<file path="src/core/bpg_pkg.sv">
// Purpose: Shared constants for the burst preamble generator.
// Assumes: One preamble string per channel, at most 1024 bits.
// Notes:   Bit positions are zero-based inside the design.
package bpg_pkg;
   localparam int          STR_BITS   = 1024;
   localparam int          ADDR_W     = 10;
   localparam int          LEN_W      = 11;
   localparam int          SUM_W      = 12;
   localparam logic [10:0] STR_LEN_RST = 11'h000;
   localparam logic [9:0]  ADDR_RST    = 10'h000;
   localparam logic [10:0] COUNT_RST   = 11'h000;
   localparam logic [10:0] COUNT_ONE   = 11'h001;
   localparam int          RD_LATENCY  = 1;
   typedef enum logic [1:0] {BPG_IDLE, BPG_FETCH, BPG_HOLD} bpg_state_t;
endpackage : bpg_pkg

</file>
<file path="src/core/bpg_mem_if.sv">
// Purpose: Carrier between the preamble sequencer and its bit store.
// Assumes: One write port and one read port on the same clock.
// Notes:   Read data are valid one cycle after a read enable.
`timescale 1ns/1ps
interface bpg_mem_if #(parameter int ADDR_W = 10);
   logic              wr_en;
   logic [ADDR_W-1:0] wr_addr;
   logic              wr_data;
   logic              rd_en;
   logic [ADDR_W-1:0] rd_addr;
   logic              rd_data;
   modport ctrl (output wr_en, output wr_addr, output wr_data, output rd_en, output rd_addr, input rd_data);
   modport mem  (input wr_en, input wr_addr, input wr_data, input rd_en, input rd_addr, output rd_data);
endinterface : bpg_mem_if

</file>
<file path="src/core/bpg_mem.sv">
// Purpose: Single-bit wide store holding the channel preamble string.
// Assumes: Synchronous write, registered read.
// Notes:   Read data hold their value until the next read enable; reset clears them.
`timescale 1ns/1ps
module bpg_mem #(
   parameter int DEPTH  = bpg_pkg::STR_BITS,
   parameter int ADDR_W = bpg_pkg::ADDR_W
) (
   input wire logic clk_in,
   input wire logic reset_in,
   bpg_mem_if.mem   port
);
   logic store [DEPTH];

   always_ff @(posedge clk_in) begin
      if (port.wr_en) begin
         store[port.wr_addr] <= port.wr_data;
      end
   end

   // Registered read keeps the mapper bit straight off a flop
   always_ff @(posedge clk_in) begin
      if (reset_in) begin
         port.rd_data <= 1'b0;
      end else if (port.rd_en) begin
         port.rd_data <= store[port.rd_addr];
      end
   end
endmodule : bpg_mem

</file>
<file path="src/core/bpg_top.sv">
// Purpose: Feeds the selected slice of the preamble string into the symbol mapper.
// Assumes: Synchronous inputs on clk_in; string loaded while no burst runs.
// Notes:   One bit every two cycles at most, because each bit is read from the store first.
`timescale 1ns/1ps
module bpg_top #(
   parameter int STR_BITS = bpg_pkg::STR_BITS,
   parameter int ADDR_W   = bpg_pkg::ADDR_W,
   parameter int LEN_W    = bpg_pkg::LEN_W
) (
   input  wire logic              clk_in,
   input  wire logic              reset_in,
   // String load
   input  wire logic              load_valid_in,
   input  wire logic [ADDR_W-1:0] load_addr_in,
   input  wire logic              load_bit_in,
   output logic                   load_ready_out,
   input  wire logic [LEN_W-1:0]  str_len_in,
   input  wire logic              str_len_set_in,
   // Burst request from the active profile
   input  wire logic              burst_start_in,
   input  wire logic [ADDR_W-1:0] offset_in,
   input  wire logic [LEN_W-1:0]  length_in,
   output logic                   burst_ready_out,
   output logic                   cfg_error_out,
   output logic                   busy_out,
   // Mapper side
   output logic                   bit_valid_out,
   input  wire logic              mapper_ready_in,
   output logic                   bit_out,
   output logic                   bit_q_out,
   output logic                   bit_first_out,
   output logic                   bit_last_out
);
   bpg_pkg::bpg_state_t state;
   bpg_pkg::bpg_state_t next_state;
   logic [LEN_W-1:0]  str_len;
   logic [ADDR_W-1:0] cur_addr;
   logic [LEN_W-1:0]  remain;
   logic              q_phase;
   logic              first;
   logic              cfg_ok;
   logic              start_take;
   logic              shift;
   logic [bpg_pkg::SUM_W-1:0] slice_end;

   bpg_mem_if #(.ADDR_W(ADDR_W)) mem_bus ();

   bpg_mem #(
      .DEPTH  (STR_BITS),
      .ADDR_W (ADDR_W)
   ) u_mem (
      .clk_in   (clk_in),
      .reset_in (reset_in),
      .port     (mem_bus.mem)
   );

   assign load_ready_out  = (state == bpg_pkg::BPG_IDLE) && !burst_start_in;
   assign burst_ready_out = (state == bpg_pkg::BPG_IDLE);
   assign busy_out        = (state != bpg_pkg::BPG_IDLE);
   assign bit_valid_out   = (state == bpg_pkg::BPG_HOLD);
   assign bit_out         = mem_bus.rd_data;
   assign bit_q_out       = q_phase;
   assign bit_first_out   = first;
   assign bit_last_out    = (remain == bpg_pkg::COUNT_ONE);
   assign shift           = bit_valid_out && mapper_ready_in;
   assign start_take      = burst_start_in && burst_ready_out;

   // shared string store
   // Loads are held off during a burst so the string never changes under it
   assign mem_bus.wr_en   = load_valid_in && load_ready_out;
   assign mem_bus.wr_addr = load_addr_in;
   assign mem_bus.wr_data = load_bit_in;
   assign mem_bus.rd_en   = (state == bpg_pkg::BPG_FETCH);
   assign mem_bus.rd_addr = cur_addr;

   always_ff @(posedge clk_in) begin
      if (reset_in) begin
         str_len <= bpg_pkg::STR_LEN_RST;
      end else if (str_len_set_in && load_ready_out) begin
         str_len <= str_len_in;
      end
   end

   // slice bound check
   // An empty slice is refused as well, since it would give a burst with no preamble
   assign slice_end = {1'b0, offset_in} + {1'b0, length_in};
   assign cfg_ok    = (length_in != bpg_pkg::COUNT_RST) && (slice_end <= {1'b0, str_len})
                      && (str_len <= LEN_W'(STR_BITS));

   always_ff @(posedge clk_in) begin
      if (reset_in) begin
         cfg_error_out <= 1'b0;
      end else begin
         cfg_error_out <= start_take && !cfg_ok;
      end
   end

   always_comb begin
      next_state = state;
      unique case (state)
         bpg_pkg::BPG_IDLE: begin
            if (start_take && cfg_ok) begin
               next_state = bpg_pkg::BPG_FETCH;
            end
         end
         bpg_pkg::BPG_FETCH: begin
            next_state = bpg_pkg::BPG_HOLD;
         end
         bpg_pkg::BPG_HOLD: begin
            if (shift) begin
               next_state = bit_last_out ? bpg_pkg::BPG_IDLE : bpg_pkg::BPG_FETCH;
            end
         end
         // Unused fourth code falls back to idle rather than locking up
         default: begin
            next_state = bpg_pkg::BPG_IDLE;
         end
      endcase
   end

   always_ff @(posedge clk_in) begin
      if (reset_in) begin
         state <= bpg_pkg::BPG_IDLE;
      end else begin
         state <= next_state;
      end
   end

   always_ff @(posedge clk_in) begin
      if (reset_in) begin
         cur_addr <= bpg_pkg::ADDR_RST;
         remain   <= bpg_pkg::COUNT_RST;
      end else if (start_take && cfg_ok) begin
         cur_addr <= offset_in;
         remain   <= length_in;
      end else if (shift) begin
         cur_addr <= cur_addr + ADDR_W'(1);
         remain   <= remain - bpg_pkg::COUNT_ONE;
      end
   end

   always_ff @(posedge clk_in) begin
      if (reset_in) begin
         q_phase <= 1'b0;
         first   <= 1'b0;
      end else if (start_take && cfg_ok) begin
         q_phase <= 1'b0;
         first   <= 1'b1;
      end else if (shift) begin
         q_phase <= !q_phase;
         first   <= 1'b0;
      end
   end

   // Assertions
   // no string change mid-burst
   AST_LOAD_IDLE: assert property (@(posedge clk_in) disable iff (reset_in)
      mem_bus.wr_en |-> state == bpg_pkg::BPG_IDLE)
      else $error("string written during a burst");

   AST_COUNT_TAKEN: assert property (@(posedge clk_in) disable iff (reset_in)
      start_take && cfg_ok |=> remain == $past(length_in) && state == bpg_pkg::BPG_FETCH)
      else $error("burst count not taken from profile");

   AST_FIRST_ADDR: assert property (@(posedge clk_in) disable iff (reset_in)
      start_take && cfg_ok |=> mem_bus.rd_en && mem_bus.rd_addr == $past(offset_in))
      else $error("first read not at offset");

   AST_FIRST_IS_I: assert property (@(posedge clk_in) disable iff (reset_in)
      start_take && cfg_ok |=> ##1 bit_valid_out && bit_first_out && !bit_q_out)
      else $error("first preamble bit not presented as I");

   AST_IQ_TOGGLE: assert property (@(posedge clk_in) disable iff (reset_in)
      shift && !bit_last_out |-> ##2 bit_valid_out && (bit_q_out != $past(bit_q_out, 2)))
      else $error("I and Q phases did not alternate");

   AST_ADDR_STEP: assert property (@(posedge clk_in) disable iff (reset_in)
      shift && !bit_last_out |=> mem_bus.rd_addr == $past(cur_addr) + ADDR_W'(1))
      else $error("string bits not read in order");

   AST_BAD_CFG: assert property (@(posedge clk_in) disable iff (reset_in)
      start_take && !cfg_ok |=> cfg_error_out && !busy_out && !bit_valid_out)
      else $error("invalid profile not refused");

   AST_ERR_PULSE: assert property (@(posedge clk_in) disable iff (reset_in)
      !(start_take && !cfg_ok) |=> !cfg_error_out)
      else $error("error flag without a refused start");

   AST_HOLD_STABLE: assert property (@(posedge clk_in) disable iff (reset_in)
      bit_valid_out && !mapper_ready_in |=> bit_valid_out && $stable(bit_out) && $stable(bit_q_out))
      else $error("presented bit changed before the mapper took it");

   AST_IN_STRING: assert property (@(posedge clk_in) disable iff (reset_in)
      mem_bus.rd_en |-> {1'b0, cur_addr} < str_len)
      else $error("read past end of string");

   COV_BURST_DONE: cover property (@(posedge clk_in) disable iff (reset_in)
      shift && bit_last_out && bit_q_out);
   COV_STALL: cover property (@(posedge clk_in) disable iff (reset_in)
      bit_valid_out && !mapper_ready_in ##1 shift);
   COV_BAD_CFG: cover property (@(posedge clk_in) disable iff (reset_in)
      cfg_error_out);
   COV_ONE_BIT: cover property (@(posedge clk_in) disable iff (reset_in)
      shift && bit_first_out && bit_last_out);
endmodule : bpg_top

</file>
<file path="config.mk">
export PLATFORM = sky130hd
export DESIGN_NAME = bpg_top
export DESIGN_NICKNAME = d
export VERILOG_FILES = /design/src/core/bpg_pkg.sv /design/src/core/bpg_mem_if.sv /design/src/core/bpg_mem.sv /design/src/core/bpg_top.sv
export SDC_FILE = /design/constraint.sdc
export NUM_CORES = 2
export LEC_CHECK = 0
export BUFFER_PORTS_ARGS = -buffer_cell sky130_fd_sc_hd__buf_2
export CAP_MARGIN = 25
export CORE_MARGIN = 2
export CORE_UTILIZATION = 26
export DETAILED_ROUTE_END_ITERATION = 7
export GPL_TIMING_DRIVEN = 0
export PLACE_DENSITY = 0.49
export SKIP_CTS_REPAIR_TIMING = 1
export SLEW_MARGIN = 20
export SYNTH_ARGS = -nofsm -noshare
export SYNTH_HDL_FRONTEND = slang
export SYNTH_SLANG_ARGS = --single-unit
</file>
<file path="constraint.sdc">
create_clock -name clk_in -period 3.4 [get_ports clk_in]
set_input_delay 0.17 -clock clk_in [delete_from_list [all_inputs] [get_ports clk_in]]
set_output_delay 0.17 -clock clk_in [all_outputs]
set_load 0.05 [all_outputs]
</file>
==> run summary <==
number of storage elements in the synthesis netlist: 1,062
Seq/Total Area, Yosys: 66.4%
most used routing layer: met2
distinct cell type count of the synthesized netlist: 70
max-cap viol count: 0
area added between synthesis and finish: 19.3%
Clock Latency Late Sink: 0.77 ns
weighted congestion reported at the end of routability-driven placement: 0.932
GR Layer Usage met3: 4.60%
cell accounting for the most synthesized area: edfxtp_1
largest clock skew in the final design: 0.0311 ns
grt total ovfl: 0
biggest area contributors in the synthesized netlist: edfxtp_1 65%, nor2_1 8.4%, mux4_2 7.8%
commonest cells after routing, fill and taps aside: 1,051 x nor2_1, 1,024 x edfxtp_1, 173 x clkbuf_1, 170 x mux4_2, 154 x nand2_1
VDD IR max: 0.000362 V
Gate power share: 16.1%
power spent charging and discharging nets: 8.84 mW
pin slew with the least headroom to its limit: 1.14 ns
DRC violation count after routing: 2
syn_nets: 3,472
placeable core region: 181,000 µm²
wire length reported by the detailed router: 187 mm
Final Hold Slack: 0.0122 ns
Pins Over Slew Limit: 0
count of pins on the block boundary: 58
reg-to-reg setup timing slack: -0.09 ns
Flop pwr share: 45.1%
wire length of the first global-routing pass: 251 mm
number of enable flip-flop cells after synthesis: 1,024
die boundary height: 431 µm
terminus of the critical flop-to-flop path: u_mem.port.rd_data$_SDFFE_PP0N_
share of async-settable or async-resettable flops after synthesis: 0%
critical-path cell list: buf_6 -> buf_12 -> buf_16 -> clkbuf_16 -> nor2_4 -> a22oi_1 -> nand4_1 -> o21ai_0 -> o221ai_1 -> nand2_1 -> nor4bb_2 -> or4b_1 -> nand3_1
Most used DFF post-synth: edfxtp_1
number of I/O port buffers: 54
worst slew slack as a fraction of its limit: 23.3%
worst hold path stage count: 4
met2 Usage GRT: 30.8%
final design utilization: 31.3%
clock tree root buffer cell: clkbuf_16
post-route fraction of the period consumed by the critical path: 103%
Final Critical Period: 3.49 ns
antenna violations before repair: 14
Via Count: 31,800
Overall Global Routing Usage: 19.5%
total iterations of the first detailed-routing run: 8
area enclosed by the die boundary: 186,000 µm²
run status: finished with violations
Max FO, Critical Path: 12
share of cells above drive strength 1: 18.0%
standard-cell row count: 156
number of synthesis warnings: 0
GRT met1 Usage: 26.3%
average instance area after synthesis: 14.0 µm²
number of levels the H-tree was split into: 3
1st-iter DRT viols: 5,079
Routed WL per cell: 30.3 µm
endpoint class of the critical path: register
P_int: 23.2 mW
cell type of the slowest stage on the worst timing path: nor4bb_2
Post-Place Worst Slack: -1.13 ns
number of cells on the worst reg-to-reg path: 13
TritonCTS Sinks: 1,062
clock buffers created by TritonCTS: 114
final HPWL from detailed placement: 124 mm
fmax: 286 MHz
largest net degree at the start of global routing: 150
CTS Buffer Depth: 3
total area of multi-input combinational cells: 14,400 µm²
Setup Crit Path Kind: reg2reg
Final ANT Viol Nets: 0
fillers: 18,000
Sw Share: 27.6%
sink of the worst hold path: u_mem.store[793]$_DFFE_PP_
final net count: 3,761
synthesized area: 47,400 µm²
data arrival time of the worst path: 4.13 ns
x dimension of the die: 431 µm
synthesized instance count: 3,398
DR vias/cell: 5.17
clock tree from TritonCTS: built
Final Hold Fails: 0
static leakage: 16.7 nW
combined flip-flop and latch cell area: 31,500 µm²
via count of the first global-routing pass: 30,500
worst reg2reg path startpoint: cur_addr[0]$_SDFFE_PP0P_
Initial Utilization: 26.2%
PD cells: 566 nW/µm²
clock-pin slew on the worst setup and hold paths: 0.06 ns
biggest cell delay along the critical path: 0.66 ns
violations in the final reports: DRC, setup timing
hold wc startpoint: load_addr_in[5]
Final setup violation count: 1
Setup WS post-layout: -0.0943 ns
WP data required: 4.04 ns
fraction of power consumed by the clock network: 38.7%
path class of the lowest-slack min-delay path: in2reg
most common cell after layout, fill and taps aside: nor2_1
area share of the largest cell type after synthesis: 64.8%
startpoint class of the critical path: register
==> cell usage after synthesis (all sizes together), types with 15 or more instances <==
master	instances
a211oi	31
a21oi	48
a22oi	52
buf	84
clkbuf	222
dfxtp	38
edfxtp	1024
ha	24
inv	27
mux2i	81
mux4	231
nand2	159
nand3	31
nand4	19
nor2	1064
nor2b	24
nor3	47
nor4	15
o21ai	26
xnor2	18
==> power by group through the flow <==
stage / Sequential (mW) / Clock, mW / Combinational (mW)
after CTS: 14.4 / 12.5 / 4.54
after detailed placement: 14.7 / 0 / 4.53
after global placement: 14.9 / 0 / 4.46
final: 14.4 / 12.4 / 5.17
after floorplan: 14.7 / 0 / 2.42
after global routing: 14.4 / 13.0 / 5.28
==> worst max path at each step <==
stage,start,to,slack [ns],depth (start not counted)
2_1_floorplan,offset_in[0],cur_addr[2]$_SDFFE_PP0P_,0.004,20
6_report,cur_addr[0]$_SDFFE_PP0P_,u_mem.port.rd_data$_SDFFE_PP0N_,-0.09,13
4_1_cts,state[1]$_SDFFE_PP0P_,u_mem.store[812]$_DFFE_PP_,-1.11,8
5_1_grt,offset_in[0],cur_addr[3]$_SDFFE_PP0P_,-0.05,21
3_3_place_gp,load_bit_in,u_mem.store[699]$_DFFE_PP_,-10.50,1
3_5_place_dp,state[1]$_SDFFE_PP0P_,u_mem.store[812]$_DFFE_PP_,-1.13,8
==> area by class of cell <==
cell class / count / share of cell area, %
Antenna cell: 1 / 0.00442
Timing Repair Buffer: 176 / 3.09
Sequential cell: 1062 / 55.7
Tap cell: 2370 / 5.24
Multi-Input combinational cell: 2003 / 25.4
Clock buffer: 133 / 5.17
Clock inverter: 84 / 1.26
Inverter: 27 / 0.179
Buffer: 303 / 3.98
==> cell families (layout without fill, tap and decap cells) <==
group	after synthesis	count (layout)	synth area share (%)
xor+xnor	26	26	0.480
mux	322	322	13.4
flops	1062	1062	66.4
simple gates	1418	1418	12.2
compound gates	212	212	3.03
buf+inv	333	723	3.78
other cells	0	1	0
fa+ha+maj	25	25	0.675
==> sequential cells by signal (all words and copies together), names as in the netlist <==
| signal | flops |
|---|---|
| u_mem.store | 1024 |
| bit_q_out | 1 |
| remain | 11 |
| cfg_error_out | 1 |
| cur_addr | 10 |
| state | 2 |
| bit_first_out | 1 |
| str_len | 11 |
| u_mem.port.rd_data | 1 |
==> through the flow <==
step / cell area [µm²] / power [mW] / instances / TNS, ns
3_5_place_dp: 51300 / 19.2 / 5855 / -493.55
5_1_grt: 56600 / 32.7 / 6158 / -0.297
3_3_place_gp: 50700 / 19.4 / 5822 / -
6_report: 56600 / 32.0 / 6159 / -0.0943
2_1_floorplan: 47400 / 17.1 / 3398 / 0
4_1_cts: 54900 / 31.5 / 6072 / -497.10
==> worst max-delay path: cells and delay by family, from the launching register on <==
kind	cells	cell delay, ns
AOI/OAI and AO/OA	3	0.62
buffers and inverters	4	0.64
DFF	1	0.33
and+or+nand+nor	6	1.75
==> metal layers <==
metal  vias to the layer above  part of all wire [%]
met4                         2                   4.1
met3                       344                    10
met1                     16700                    40
li1                      13100                     -
met5                         -                0.0070
met2                      1725                    45
Note: power is estimated with default switching activity, not from simulation.
